[src/rtl/fbwp_regs.svh]
// register offsets, field positions, reset values and array constants
`ifndef FBWP_REGS_SVH
`define FBWP_REGS_SVH

// ==============================================================
// register byte offsets
`define FBWP_OFS_SR1        8'h00
`define FBWP_OFS_SR2        8'h04
`define FBWP_OFS_SR3        8'h08
`define FBWP_OFS_LOCK_ADDR  8'h0c
`define FBWP_OFS_LOCK_CMD   8'h10
`define FBWP_OFS_STATUS     8'h14

// ==============================================================
// field positions
`define FBWP_SR1_UNIT_BIT   6
`define FBWP_SR1_TB_BIT     5
`define FBWP_SR1_SPAN_HI    4
`define FBWP_SR1_SPAN_LO    2
`define FBWP_SR2_CMP_BIT    6
`define FBWP_SR3_SCHEME_BIT 2
`define FBWP_ST_BUSY_BIT    0
`define FBWP_ST_DENY_BIT    1

// lock command codes, written to bits 1:0 of the lock command register
`define FBWP_LCMD_UNLOCK    2'h0
`define FBWP_LCMD_LOCK      2'h1
`define FBWP_LCMD_GUNLOCK   2'h2
`define FBWP_LCMD_GLOCK     2'h3

// ==============================================================
// reset values
`define FBWP_RST_SR1        5'h00
`define FBWP_RST_CMP        1'b0
`define FBWP_RST_SCHEME     1'b0
`define FBWP_RST_LOCKS      64'hffff_ffff_ffff_ffff

// ==============================================================
// array geometry and opcodes
`define FBWP_ARRAY_TOP      24'h1fffff
`define FBWP_ARRAY_SIZE     24'h200000
`define FBWP_UNIT_4K        24'h001000
`define FBWP_UNIT_64K       24'h010000
`define FBWP_MASK_PAGE      24'h0000ff
`define FBWP_MASK_4K        24'h000fff
`define FBWP_MASK_32K       24'h007fff
`define FBWP_MASK_64K       24'h00ffff
`define FBWP_OP_PROG        8'h02
`define FBWP_OP_ERASE_4K    8'h20
`define FBWP_OP_ERASE_32K   8'h52
`define FBWP_OP_ERASE_64K   8'hd8
`define FBWP_OP_ERASE_CHIP  8'hc7

`endif

[src/rtl/fbwp_pkg.sv]
// types shared by the write protect block
package fbwp_pkg;
   typedef enum logic [1:0] {
      FBWP_IDLE  = 2'b00,
      FBWP_CHECK = 2'b01,
      FBWP_XFER  = 2'b11,
      FBWP_DONE  = 2'b10
   } fbwp_state_t;
endpackage : fbwp_pkg

[src/rtl/fbwp_dec_if.sv]
// protection fields in, decoded protected interval out
`timescale 1ns/1ps
interface fbwp_dec_if;
   logic        complement_flag;
   logic        protect_unit_size;
   logic        top_bottom_select;
   logic [2:0]  protect_span_code;
   logic        prot_none;
   logic [23:0] prot_lo;
   logic [23:0] prot_hi;
   modport ctrl (output complement_flag, protect_unit_size, top_bottom_select,
                 protect_span_code, input prot_none, prot_lo, prot_hi);
   modport dec  (input complement_flag, protect_unit_size, top_bottom_select,
                 protect_span_code, output prot_none, prot_lo, prot_hi);
endinterface : fbwp_dec_if

[src/rtl/fbwp_range.sv]
// standard range decoder: fields to one protected interval
`timescale 1ns/1ps
`include "fbwp_regs.svh"
module fbwp_range import fbwp_pkg::*; (
   fbwp_dec_if.dec d   // fields in, interval out
);
   logic [2:0]  shamt;
   logic [23:0] len;
   logic        raw_none;
   logic        raw_all;

   // ==============================================================
   // span length
   always_comb begin
      raw_none = (d.protect_span_code == 3'h0);
      raw_all  = (d.protect_span_code[2:1] == 2'b11);
      // 4k units stop doubling at 32 KB, so codes 4 and 5 match
      if (d.protect_unit_size && d.protect_span_code[2])
         shamt = 3'h3;
      else
         shamt = d.protect_span_code - 3'h1;
      len = (d.protect_unit_size ? `FBWP_UNIT_4K : `FBWP_UNIT_64K) << shamt;
   end

   // ==============================================================
   // interval; ends default to zero and the true array top
   always_comb begin
      d.prot_none = 1'b0;
      d.prot_lo   = 24'h000000;
      d.prot_hi   = `FBWP_ARRAY_TOP;
      if (!d.complement_flag) begin
         if (raw_none)
            d.prot_none = 1'b1;
         else if (!raw_all) begin
            if (d.top_bottom_select)
               d.prot_hi = len - 24'h1;
            else
               d.prot_lo = `FBWP_ARRAY_SIZE - len;
         end
      end else begin
         // complement of an anchored span is anchored at the other end
         if (raw_all)
            d.prot_none = 1'b1;
         else if (!raw_none) begin
            if (d.top_bottom_select)
               d.prot_lo = len;
            else
               d.prot_hi = `FBWP_ARRAY_TOP - len;
         end
      end
   end
endmodule : fbwp_range

[src/rtl/fbwp_top.sv]
// write protect block: status fields, lock bits, program and erase gate
//
// The implementer's own choices: the register offsets and the strobed register port.
`timescale 1ns/1ps
`include "fbwp_regs.svh"

// What this block does
// - each 4 KB block holds sixteen 256-byte pages on 256-byte boundaries
// - page program 02h writes 1 to 256 bytes inside one page
// - 4 KB granularity; whole-array and per-block lock beside range scheme
// - scheme select 0 uses complement, unit, top/bottom and span fields
// - complement flag inverts the decoded range
// - unit size 0 selects 64 KB units, 1 selects 4 KB units
// - top/bottom 0 anchors at array top, 1 at address zero
// - three-bit span code chooses none, part or whole array
// - protected addresses refuse program and erase; reads unaffected
// - 64 KB top: codes double from 1F0000h; 110/111 whole array
// - 64 KB bottom: codes double from 00FFFFh; 110/111 whole array
// - 4 KB top: 4, 8, 16 KB then 32 KB twice; 110/111 all
// - 4 KB bottom: up to 0FFFh, 1FFFh, 3FFFh, then 7FFFh twice
// - complement with 64 KB units protects the opposite range
// - complement with 4 KB units protects the opposite range
// - addresses outside the decoded range stay open
// - scheme select 1 uses per-block lock bits instead
module fbwp_top import fbwp_pkg::*; (
   input  wire logic        clk,        // 25 MHz clock
   input  wire logic        rst,        // synchronous reset, high
   input  wire logic [7:0]  reg_addr,   // register byte address
   input  wire logic [31:0] reg_wdata,  // register write data
   input  wire logic        reg_wr,     // register write strobe
   input  wire logic        reg_rd,     // register read strobe
   output      logic [31:0] reg_rdata,  // read data, cycle after reg_rd
   input  wire logic        req_valid,  // program or erase request
   input  wire logic [7:0]  req_opcode, // command opcode
   input  wire logic [23:0] req_addr,   // target address
   output      logic        req_ready,  // request taken when high with valid
   input  wire logic        wr_valid,   // program data byte valid
   input  wire logic [7:0]  wr_byte,    // program data byte
   input  wire logic        wr_last,    // final byte of the program
   output      logic        wr_ready,   // byte taken when high with valid
   output      logic        mem_we,     // array byte write pulse
   output      logic [23:0] mem_addr,   // array byte address
   output      logic [7:0]  mem_wdata,  // array byte data
   output      logic        erase_go,   // array erase pulse
   output      logic [23:0] erase_lo,   // first erased address
   output      logic [23:0] erase_hi,   // last erased address
   output      logic        req_done,   // request finished pulse
   output      logic        req_denied  // request was refused, stands to next
);
   fbwp_dec_if dec ();

   fbwp_state_t state;
   fbwp_state_t next_state;
   logic [4:0]  sr1;
   logic        cmp_bit;
   logic        scheme_select;
   logic [23:0] lock_addr;
   logic [63:0] lock_bits;
   logic        is_prog;
   logic        op_known;
   logic [23:0] mask;
   logic [23:0] rg_lo;
   logic [23:0] rg_hi;
   logic        blocked;
   logic [7:0]  page_ofs;
   logic        rd_hit;
   logic [31:0] rd_val;

   // ==============================================================
   // functions
   function automatic logic [23:0] op_mask(input logic [7:0] op);
      unique case (op)
         `FBWP_OP_PROG:       op_mask = `FBWP_MASK_PAGE;
         `FBWP_OP_ERASE_4K:   op_mask = `FBWP_MASK_4K;
         `FBWP_OP_ERASE_32K:  op_mask = `FBWP_MASK_32K;
         `FBWP_OP_ERASE_64K:  op_mask = `FBWP_MASK_64K;
         default:             op_mask = `FBWP_ARRAY_TOP;
      endcase
   endfunction : op_mask

   // lock bit index: 4 KB bits in first and last 64 KB, else one per 64 KB
   function automatic logic [5:0] lock_index(input logic [23:0] a);
      if (a[20:16] == 5'h00)
         lock_index = {2'b00, a[15:12]};
      else if (a[20:16] == 5'h1f)
         lock_index = {2'b01, a[15:12]};
      else
         lock_index = {1'b1, a[20:16]};
   endfunction : lock_index

   function automatic logic lock_hit(input logic [63:0] lk, input logic [23:0] s,
                                     input logic [23:0] e);
      logic [23:0] b;
      logic [23:0] t;
      lock_hit = 1'b0;
      for (int i = 0; i < 64; i++) begin
         if (i < 16) begin
            b = 24'(i) << 12;
            t = b | `FBWP_MASK_4K;
         end else if (i < 32) begin
            b = 24'h1f0000 | (24'(i - 16) << 12);
            t = b | `FBWP_MASK_4K;
         end else begin
            b = 24'(i - 32) << 16;
            t = b | `FBWP_MASK_64K;
         end
         // bits 32 and 63 fall inside the 4 KB-split blocks and are unused
         if (i != 32 && i != 63 && lk[i] && s <= t && e >= b)
            lock_hit = 1'b1;
      end
   endfunction : lock_hit

   // ==============================================================
   // range decoder
   assign dec.complement_flag   = cmp_bit;
   assign dec.protect_unit_size = sr1[`FBWP_SR1_UNIT_BIT - 2];
   assign dec.top_bottom_select = sr1[`FBWP_SR1_TB_BIT - 2];
   assign dec.protect_span_code = sr1[2:0];

   fbwp_range u_range (
      .d (dec.dec)
   );

   // ==============================================================
   // target region and protection verdict
   always_comb begin
      is_prog  = (req_opcode == `FBWP_OP_PROG);
      op_known = is_prog || req_opcode == `FBWP_OP_ERASE_4K ||
                 req_opcode == `FBWP_OP_ERASE_32K || req_opcode == `FBWP_OP_ERASE_64K ||
                 req_opcode == `FBWP_OP_ERASE_CHIP;
      mask     = op_mask(req_opcode);
      rg_lo    = req_addr & `FBWP_ARRAY_TOP & ~mask;
      rg_hi    = rg_lo | mask;
      if (scheme_select)
         blocked = lock_hit(lock_bits, rg_lo, rg_hi);
      else
         blocked = !dec.prot_none && rg_lo <= dec.prot_hi &&
                   rg_hi >= dec.prot_lo;
   end

   // ==============================================================
   // request sequencer
   assign req_ready = (state == FBWP_IDLE);
   assign wr_ready  = (state == FBWP_XFER) && is_prog;

   always_comb begin
      next_state = state;
      unique case (state)
         FBWP_IDLE:  if (req_valid) next_state = FBWP_CHECK;
         FBWP_CHECK: next_state = FBWP_XFER;
         FBWP_XFER:  if (!is_prog || (wr_valid && wr_last)) next_state = FBWP_DONE;
         FBWP_DONE:  next_state = FBWP_IDLE;
      endcase
   end

   always_ff @(posedge clk) begin
      if (rst)
         state <= FBWP_IDLE;
      else
         state <= next_state;
   end

   // verdict latched before the array is touched
   always_ff @(posedge clk) begin
      if (rst)
         req_denied <= 1'b0;
      else if (state == FBWP_CHECK)
         req_denied <= blocked || !op_known;
   end

   // the host holds opcode and address from request to done
   always_ff @(posedge clk) begin
      if (rst)
         page_ofs <= 8'h00;
      else if (state == FBWP_CHECK)
         page_ofs <= req_addr[7:0];
      else if (wr_valid && wr_ready)
         page_ofs <= page_ofs + 8'h01;
   end

   // past the page end the offset wraps, never crossing into the next page
   always_ff @(posedge clk) begin
      if (rst) begin
         mem_we    <= 1'b0;
         mem_addr  <= 24'h000000;
         mem_wdata <= 8'h00;
      end else begin
         mem_we <= wr_valid && wr_ready && !req_denied;
         if (wr_valid && wr_ready) begin
            mem_addr  <= {rg_lo[23:8], page_ofs};
            mem_wdata <= wr_byte;
         end
      end
   end

   always_ff @(posedge clk) begin
      if (rst) begin
         erase_go <= 1'b0;
         erase_lo <= 24'h000000;
         erase_hi <= 24'h000000;
      end else begin
         erase_go <= (state == FBWP_XFER) && !is_prog && !req_denied;
         if (state == FBWP_XFER && !is_prog) begin
            erase_lo <= rg_lo;
            erase_hi <= rg_hi;
         end
      end
   end

   always_ff @(posedge clk) begin
      if (rst)
         req_done <= 1'b0;
      else
         req_done <= (next_state == FBWP_DONE) && (state == FBWP_XFER);
   end

   // ==============================================================
   // status fields
   always_ff @(posedge clk) begin
      if (rst) begin
         sr1           <= `FBWP_RST_SR1;
         cmp_bit       <= `FBWP_RST_CMP;
         scheme_select <= `FBWP_RST_SCHEME;
         lock_addr     <= 24'h000000;
      end else if (reg_wr) begin
         if (reg_addr == `FBWP_OFS_SR1)
            sr1 <= reg_wdata[`FBWP_SR1_UNIT_BIT:`FBWP_SR1_SPAN_LO];
         if (reg_addr == `FBWP_OFS_SR2)
            cmp_bit <= reg_wdata[`FBWP_SR2_CMP_BIT];
         if (reg_addr == `FBWP_OFS_SR3)
            scheme_select <= reg_wdata[`FBWP_SR3_SCHEME_BIT];
         if (reg_addr == `FBWP_OFS_LOCK_ADDR)
            lock_addr <= reg_wdata[23:0];
      end
   end

   // all blocks come up locked
   always_ff @(posedge clk) begin
      if (rst)
         lock_bits <= `FBWP_RST_LOCKS;
      else if (reg_wr && reg_addr == `FBWP_OFS_LOCK_CMD) begin
         unique case (reg_wdata[1:0])
            `FBWP_LCMD_UNLOCK:  lock_bits[lock_index(lock_addr)] <= 1'b0;
            `FBWP_LCMD_LOCK:    lock_bits[lock_index(lock_addr)] <= 1'b1;
            `FBWP_LCMD_GUNLOCK: lock_bits <= 64'h0;
            `FBWP_LCMD_GLOCK:   lock_bits <= `FBWP_RST_LOCKS;
         endcase
      end
   end

   // ==============================================================
   // register read port
   always_comb begin
      rd_val = 32'h0;
      unique case (reg_addr)
         `FBWP_OFS_SR1:       rd_val[`FBWP_SR1_UNIT_BIT:`FBWP_SR1_SPAN_LO] = sr1;
         `FBWP_OFS_SR2:       rd_val[`FBWP_SR2_CMP_BIT] = cmp_bit;
         `FBWP_OFS_SR3:       rd_val[`FBWP_SR3_SCHEME_BIT] = scheme_select;
         `FBWP_OFS_LOCK_ADDR: rd_val[23:0] = lock_addr;
         `FBWP_OFS_STATUS: begin
            rd_val[`FBWP_ST_BUSY_BIT] = (state != FBWP_IDLE);
            rd_val[`FBWP_ST_DENY_BIT] = req_denied;
         end
         default:             rd_val = 32'h0;
      endcase
   end

   assign rd_hit = reg_rd;

   always_ff @(posedge clk) begin
      if (rst)
         reg_rdata <= 32'h0;
      else if (rd_hit)
         reg_rdata <= rd_val;
      else
         reg_rdata <= 32'h0;
   end

   // ==============================================================
   // checks
   no_prot_write_a:
   assert property (@(posedge clk) disable iff (rst)
      mem_we |-> $past(req_denied) == 1'b0 && !req_denied)
      else $error("byte written to a refused target");

   page_bound_a:
   assert property (@(posedge clk) disable iff (rst)
      mem_we |-> mem_addr[23:8] == $past(rg_lo[23:8]))
      else $error("program left its page");

   erase_gate_a:
   assert property (@(posedge clk) disable iff (rst)
      erase_go |-> !req_denied && req_done)
      else $error("erase issued on refused target or not finished");

   none_code_a:
   assert property (@(posedge clk) disable iff (rst)
      (!cmp_bit && sr1[2:0] == 3'h0) |-> dec.prot_none)
      else $error("span code zero protects something");

   top_64k_a:
   assert property (@(posedge clk) disable iff (rst)
      (!cmp_bit && sr1 == 5'b00001) |-> dec.prot_lo == 24'h1f0000 &&
      dec.prot_hi == 24'h1fffff)
      else $error("top 64 KB decode wrong");

   bot_4k_a:
   assert property (@(posedge clk) disable iff (rst)
      (!cmp_bit && sr1 == 5'b11101) |-> dec.prot_lo == 24'h0 && dec.prot_hi == 24'h007fff)
      else $error("bottom 32 KB decode wrong");

   comp_top_a:
   assert property (@(posedge clk) disable iff (rst)
      (cmp_bit && sr1 == 5'b10001) |-> dec.prot_lo == 24'h0 && dec.prot_hi == 24'h1fefff)
      else $error("complement top decode wrong");

   comp_all_a:
   assert property (@(posedge clk) disable iff (rst)
      (cmp_bit && sr1[2:0] == 3'h0) |-> !dec.prot_none && dec.prot_lo == 24'h0 &&
      dec.prot_hi == `FBWP_ARRAY_TOP)
      else $error("complement of none not whole array");

   lock_deny_a:
   assert property (@(posedge clk) disable iff (rst)
      (state == FBWP_CHECK && scheme_select && lock_bits == `FBWP_RST_LOCKS)
      |=> req_denied [*2])
      else $error("locked array accepted a request");

   open_ok_a:
   assert property (@(posedge clk) disable iff (rst)
      (state == FBWP_CHECK && op_known && !scheme_select && dec.prot_none)
      |=> !req_denied)
      else $error("unprotected target refused");
endmodule : fbwp_top
[config.mk]
export PLATFORM = sky130hd
export DESIGN_NAME = fbwp_top
export DESIGN_NICKNAME = d
export VERILOG_FILES = /design/src/rtl/fbwp_pkg.sv /design/src/rtl/fbwp_dec_if.sv /design/src/rtl/fbwp_range.sv /design/src/rtl/fbwp_top.sv
export VERILOG_INCLUDE_DIRS = /design/src /design/src/rtl
export SDC_FILE = /design/constraint.sdc
export NUM_CORES = 1
export LEC_CHECK = 0
export ABC_AREA = 0
export BUFFER_PORTS_ARGS = -buffer_cell sky130_fd_sc_hd__buf_2
export CAP_MARGIN = 20
export CORE_UTILIZATION = 42
export CTS_BUF_LIST = sky130_fd_sc_hd__clkbuf_4 sky130_fd_sc_hd__clkbuf_8
export CTS_CLUSTER_SIZE = 25
export DETAILED_ROUTE_END_ITERATION = 12
export HOLD_SLACK_MARGIN = 0.02
export PLACE_DENSITY = 0.68
export SYNTH_ARGS = -nofsm -noshare
export SYNTH_HDL_FRONTEND = slang
export SYNTH_SLANG_ARGS = --single-unit
[constraint.sdc]
create_clock -name clk -period 11.4 [get_ports clk]
set_clock_uncertainty 0.1 [all_clocks]
set_input_delay 0.57 -clock clk [delete_from_list [all_inputs] [get_ports clk]]
set_output_delay 0.57 -clock clk [all_outputs]
set_load 0.02 [all_outputs]
# [Word-level counts from Yosys, hierarchy flattened]
# Index checks and enable logic that the tools add are counted.
[totals] reg_bits=221 out_inout_bits=118 word_cells=570
[op_classes] n_addsub=5 n_lt_le_gt_ge=130 eq_ne=19 shifts=1 muxes=229 bitwise=8 reduce_logical=160
[ops] operator="$mux 24" count=138
[ops] operator="$ge 24x24->1" count=63
[ops] operator="$le 24x24->1" count=63
[ops] operator="$pmux 64 s4" count=1
[ops] operator="$logic_and 1x1->1" count=137
[ops] operator="$pmux 21 s4" count=1
[ops] operator="$mux 1" count=68
[ops] operator="$and 64x64->64" count=1
[ops] operator="$not 64->64" count=1
[ops] operator="$or 64x64->64" count=1
[ops] operator="$mux 6" count=8
[ops] operator="$and 21x24->24" count=1
[ops] operator="$not 24->24" count=1
[ops] operator="$or 24x24->24" count=1
[ops] operator="$shl 24x3->24" count=1
[ops] operator="$sub 21x24->24 const A" count=1
[ops] operator="$sub 22x24->24 const A" count=1
[ops] operator="$sub 24x1->24 const B" count=1
[ops] operator="$mux 17" count=1
[ops] operator="$eq 8x4->1 const B" count=2
[ops] operator="$eq 8x5->1 const B" count=2
[ops] operator="$eq 8x8->1 const B" count=2
[ops] operator="$mux 8" count=2
[ops] operator="$lt 6x7->1 const B" count=2
[ops] operator="28 further kinds" count=52

# [Longest topological paths before layout]
[depth] depth_word=71 ltp_mapped=21 depth_no_buf=19

# [By module]
# A second synthesis with hierarchy kept.
[hier_totals] cells_unflattened=1556 area_unflattened_um2=11239.5
[modules_own_cells] module="fbwp_top" instances=1 cells_each=1368 area_per_inst_um2=10103.4
[modules_own_cells] module="fbwp_range" instances=1 cells_each=188 area_per_inst_um2=1136.1

# [Least setup slack after synthesis]
# No wires, ideal clock.
[synth_path] path_kind="register to register" from="register sr1[0]" to="register req_denied" setup_time_ns=0.120 arrival_ns=3.636 required_ns=11.180 setup_slack_ns=7.544 stages_incl_launch_ff=19 n_path_buf=2 path_cell_list="dfxtp_1 > clkinv_1 > ha_1 > clkbuf_1 > nand3b_1 > nor3_1 > inv_1 > ha_1 > clkbuf_1 > nor3_1 > a31oi_1 > o21ai_0 > o22a_1 > ha_1 > o211ai_1 > a211oi_1 > o41ai_1 > o22ai_1 > a211o_1"
[synth_between] elab_chain_cells=13 word_cells_on_any_way=30 classes_between="add/sub: 4; order compare: 2; shift: 1; mux: 18; reduce/logical: 5"
[synth_lines] element="start, declared" line="fbwp_top.sv:54" source="logic [4:0] sr1;"
[synth_lines] element="start signal, assigned" line="fbwp_top.sv:221" source="sr1 <= `FBWP_RST_SR1;"
[synth_lines] element="start signal, assigned" line="fbwp_top.sv:227" source="sr1 <= reg_wdata[`FBWP_SR1_UNIT_BIT:`FBWP_SR1_SPAN_LO];"
[synth_lines] element="$sub 3x1->3" line="fbwp_range.sv:21" source="shamt = d.protect_span_code - 3'h1;"
[synth_lines] element="$mux 3" line="fbwp_range.sv:18" source="if (d.protect_unit_size && d.protect_span_code[2])"
[synth_lines] element="$shl 24x3->24" line="fbwp_range.sv:22" source="len = (d.protect_unit_size ? `FBWP_UNIT_4K : `FBWP_UNIT_64K) << shamt;"
[synth_lines] element="$sub 24x1->24 or $sub 21x24->24 (tied branches)"
[synth_lines] element="$mux 24, on equally long branches" line="fbwp_range.sv:35, fbwp_range.sv:45"
[synth_lines] element="$mux 24, on equally long branches" line="fbwp_range.sv:34, fbwp_range.sv:44"
[synth_lines] element="$mux 24, on equally long branches" line="fbwp_range.sv:32, fbwp_range.sv:42"
[synth_lines] element="$mux 24" line="fbwp_range.sv:31" source="if (!d.complement_flag) begin"
[synth_lines] element="$le 24x24->1" line="fbwp_top.sv:137" source="blocked = !dec.prot_none && rg_lo <= dec.prot_hi &&"
[synth_lines] element="$logic_and 1x1->1" line="fbwp_top.sv:137"
[synth_lines] element="$logic_and 1x1->1 (*)" line="fbwp_top.sv:137"
[synth_lines] element="$mux 1 (*)" line="fbwp_top.sv:134" source="if (scheme_select)"
[synth_lines] element="$logic_or 1x1->1 (*)" line="fbwp_top.sv:168" source="req_denied <= blocked || !op_known;"
[synth_lines] element="end signal, assigned" line="fbwp_top.sv:168"
[synth_lines] element="end, declared" line="fbwp_top.sv:48" source="output logic req_denied"
# Every way passes the cells marked *; elsewhere a longest branch is shown, timed or not.
# A chain may end at the register's enable or synchronous reset.

# [Worst setup path in the final report]
# Ends and elaborated chain as after synthesis.

==> parameters.txt <==
Parameter                              Value

Critical path
  Largest fanout on the critical path ... 11
  Worst endpoint data arrival time ... 4850 ps
  WS Path Type ... reg -> reg
  Data required time at the worst endpoint ... 11,660 ps
  Launching element type of the critical path ... flop
  Worst setup slack for register-to-register paths ... 6800 ps
  Crit. End Element ... flop

Floorplan
  Die boundary width ... 159 µm
  Area inside the core boundary ... 0.0242 mm²
  Std cell rows ... 57
  Die height ... 159 µm
  Initial standard-cell utilization of the core ... 0.426
  I/O Pins ... 205
  Area of the die ... 0.0252 mm²

Finish
  Area growth from synthesis to layout ... 12.0%
  Fraction of layout instances using a drive strength above 1 ... 0.160
  Most frequent standard cell in the layout excluding fill and tap cells ... sky130_fd_sc_hd__nand2_1
  Number of fillers in the final layout ... 2,488
  Count of antenna diodes in the layout ... 0
  Commonest cells after routing, fill and taps aside ... sky130_fd_sc_hd__nand2_1, sky130_fd_sc_hd__dfxtp_1, sky130_fd_sc_hd__a21oi_1, sky130_fd_sc_hd__buf_2, sky130_fd_sc_hd__nor2_1
  Finished layout cell area ... 0.0116 mm²
  Number of nets in the finished design ... 1,623

Pwr
  Leakage Power ... 4.49 nW
  Overall power after layout ... 1.21 mW
  Fraction of power spent switching nets ... 0.290
  Power per cell area ... 104 mW/mm²
  Seq pwr share ... 0.549
  Switching component of the power ... 0.351 mW
  Internal power ... 0.858 mW
  Worst ir drop on vdd ... 0.0000594 V
  Clock Power Share ... 0.361
  Logic gate share of total power ... 0.090

Synthesis
  Number of standard cells after synthesis ... 1,427
  Share of flip-flops with an asynchronous set or reset ... 0
  Count of distinct cell types in the synthesized netlist ... 73
  Dominant synthesized flop cell ... sky130_fd_sc_hd__dfxtp_1
  Synthesized area divided by synthesized cell count ... 7.24 µm²
  Sequential area share after synthesis ... 0.362
  Synth warnings ... 0
  Synthesized cell area ... 0.0103 mm²
  Number of enable flip-flop cells after synthesis ... 0
  Flip-flop and latch count after synthesis ... 187

GRT
  Number of antenna violations at the first check in global routing ... 0
  Pin count of the biggest net entering global routing ... 122
  Total congestion overflow after global routing ... 0
  Wire length of the first global-routing pass ... 50.1 mm
  Number of global-route vias before repair ... 9,641
  Overall Global Routing Usage ... 0.243

STA
  Highest attainable clock frequency ... 218 MHz
  Setup repair after global routing missed its margin ... false
  Setup TNS after final layout ... 0 ps
  Pin slew with the least headroom to its limit ... 1150 ps
  Shortest clock period the worst path allows after layout ... 4600 ps
  Pins Over Slew Limit ... 0
  Final count of hold timing violations ... 0
  Post-layout worst setup margin ... 6800 ps
  Share of the clock period used by the worst path ... 0.403
  Finish-stage setup viols ... 0
  Remaining max-slew budget at the tightest pin ... 0.229

Routing
  Number of DRC markers in iteration 0 ... 809
  Detail Route Antenna Nets ... 0
  Via count of the routed design ... 10,523
  DRC violations left ... 0
  Vias per inst ... 5.69
  Detailed Route WL ... 31.1 mm
  Detailed-routing iteration count for the pre-antenna-repair pass ... 6
  Post-detailed-route wirelength per cell ... 16.8 µm

Min path
  Hold Crit Class ... in -> reg

Clock network
  Post-cts repair resize count ... 0
  Clock H-tree levels ... 4
  Number of sinks handled by clock tree synthesis ... 187
  Number of setup buffers added after CTS ... 0
  Number of CTS-inserted buffers ... 17
  Post-CTS clock slew at the launch and capture registers of the worst setup and hold paths ... 110 ps
  Clock Latency Late Sink ... 480 ps
  Clock tree root buffer cell ... sky130_fd_sc_hd__clkbuf_8
  Clock tree from TritonCTS ... done
  Hold Buf Count CTS ... 0
  Number of buffers on the longest clock path ... 2

Place
  Detailed Place HPWL ... 21.5 mm
  Placement Cell Area ... 0.0112 mm²
  Port Buffer Count ... 168
  RePlAce Congestion ... 0.911
  Minimum setup slack after placement ... 6880 ps

Job
  Max_cap viols ... 0

Run status
  Status ... finished clean
cells by family after synthesis:
logic type / synth area share
and+or+nand+nor: 0.298
adders and majority gates: 0.0279
muxes: 0.00920
xor gates and xnor gates: 0.00678
other: 0.000363
buffers and inverters: 0.0718
AOI/OAI and AO/OA: 0.224
DFF: 0.362
sequential cells by signal, summed over array words and instances, names as in the netlist:
| register | flops |
|---|---|
| reg_rdata | 24 |
| mem_addr | 21 |
| req_denied | 1 |
| state | 2 |
| req_done | 1 |
| erase_lo | 13 |
| mem_wdata | 8 |
| erase_go | 1 |
| cmp_bit | 1 |
| sr1 | 5 |
| lock_bits | 62 |
| lock_addr | 24 |
| scheme_select | 1 |
| page_ofs | 8 |
| erase_hi | 14 |
| mem_we | 1 |
synthesized netlist by cell type (3+ instances only):
library cell | number | area [µm²]
sky130_fd_sc_hd__nand3b_1 | 46 | 345
sky130_fd_sc_hd__o21ai_0 | 112 | 561
sky130_fd_sc_hd__xnor2_1 | 5 | 43.8
sky130_fd_sc_hd__nand2b_1 | 19 | 119
sky130_fd_sc_hd__or2_2 | 8 | 50.1
sky130_fd_sc_hd__a211oi_1 | 10 | 75.1
sky130_fd_sc_hd__inv_1 | 16 | 60.1
sky130_fd_sc_hd__nor4_1 | 16 | 100
sky130_fd_sc_hd__or4_1 | 7 | 52.6
sky130_fd_sc_hd__a21o_1 | 6 | 45.0
sky130_fd_sc_hd__a2111oi_0 | 3 | 26.3
sky130_fd_sc_hd__or3_1 | 5 | 31.3
sky130_fd_sc_hd__buf_4 | 33 | 248
sky130_fd_sc_hd__buf_1 | 12 | 45.0
sky130_fd_sc_hd__a21oi_1 | 167 | 836
sky130_fd_sc_hd__and2_1 | 27 | 169
sky130_fd_sc_hd__o21a_1 | 6 | 45.0
sky130_fd_sc_hd__a221oi_1 | 3 | 26.3
sky130_fd_sc_hd__a22oi_1 | 11 | 82.6
sky130_fd_sc_hd__nor3_1 | 39 | 195
sky130_fd_sc_hd__nand3_1 | 46 | 230
sky130_fd_sc_hd__a21boi_0 | 5 | 37.5
sky130_fd_sc_hd__a32oi_1 | 3 | 26.3
sky130_fd_sc_hd__ha_1 | 23 | 288
sky130_fd_sc_hd__xor2_1 | 3 | 26.3
sky130_fd_sc_hd__nor2b_1 | 7 | 43.8
sky130_fd_sc_hd__nor2_1 | 148 | 556
sky130_fd_sc_hd__o31ai_1 | 10 | 75.1
sky130_fd_sc_hd__a311oi_1 | 4 | 35.0
sky130_fd_sc_hd__and3_1 | 13 | 81.3
sky130_fd_sc_hd__o22ai_1 | 5 | 31.3
sky130_fd_sc_hd__o2111ai_1 | 3 | 26.3
sky130_fd_sc_hd__nand4_1 | 7 | 43.8
sky130_fd_sc_hd__nor3b_1 | 4 | 30.0
sky130_fd_sc_hd__nand2_1 | 240 | 901
sky130_fd_sc_hd__o32ai_1 | 3 | 26.3
sky130_fd_sc_hd__a31oi_1 | 7 | 43.8
sky130_fd_sc_hd__clkbuf_1 | 97 | 364
sky130_fd_sc_hd__mux2i_1 | 5 | 50.1
sky130_fd_sc_hd__a41oi_1 | 3 | 26.3
sky130_fd_sc_hd__nor4bb_1 | 4 | 40.0
sky130_fd_sc_hd__o211ai_1 | 9 | 67.6
sky130_fd_sc_hd__dfxtp_1 | 187 | 3740
final timing paths:
kind	startpoint	end	depth (start not counted)
worst min register to register	lock_addr[22]	lock_addr[22]	2
worst max-delay path	sr1[0]	req_denied	16
worst max register to register	sr1[0]	req_denied	16
worst min-delay path	reg_wdata[20]	lock_addr[20]	3
routing by layer:
layer	vias up	wire length (µm)	global-route usage
met5	-	0	0
met4	0	975	0.105
met3	71	2000	0.0345
met2	398	15100	0.414
met1	4953	13000	0.305
li1	5101	-	-
power groups by stage:
| stage | clock, mW | sequential (mW) | combinational (mW) |
|---|---|---|---|
| 2_1_floorplan | 0 | 0.680 | 0.0746 |
| 3_3_place_gp | 0 | 0.678 | 0.105 |
| 3_5_place_dp | 0 | 0.679 | 0.106 |
| 4_1_cts | 0.448 | 0.664 | 0.107 |
| 5_1_grt | 0.473 | 0.665 | 0.118 |
| 6_report | 0.437 | 0.664 | 0.109 |
worst max-delay path, stage by stage, from the launching register on:
cell and delay, ps:
sky130_fd_sc_hd__dfxtp_1 490, sky130_fd_sc_hd__clkinv_1 340, sky130_fd_sc_hd__ha_1 470, sky130_fd_sc_hd__nand3b_1 300, sky130_fd_sc_hd__nor3_1 370, sky130_fd_sc_hd__inv_1 80, sky130_fd_sc_hd__ha_1 330, sky130_fd_sc_hd__nor3_1 210
sky130_fd_sc_hd__a31oi_1 70, sky130_fd_sc_hd__o21ai_0 240, sky130_fd_sc_hd__o22a_1 200, sky130_fd_sc_hd__ha_1 240, sky130_fd_sc_hd__o211ai_1 170, sky130_fd_sc_hd__a211oi_1 60, sky130_fd_sc_hd__o41ai_1 400, sky130_fd_sc_hd__o22ai_1 150
sky130_fd_sc_hd__a211o_1 240
final cells by class:
type                       instances  area [µm²]  share of cell area
clock buffer                      18         248              0.0214
clock inverter                    14         129              0.0111
inverter                          17        63.8             0.00551
multi-input combinational       1102        5980               0.517
sequential                       187        3740               0.323
tap                              324         405              0.0350
timing repair buffer             188        1010              0.0869
stage by stage:
stage	util	cells	hold slack [ps]
floorplan	-	1451	325
finish	0.477	1850	225
global route	0.477	1850	212
detailed placement	0.461	1816	343
CTS	0.476	1848	201
global placement	0.460	1815	334
Power figures use the tool's default switching activity.
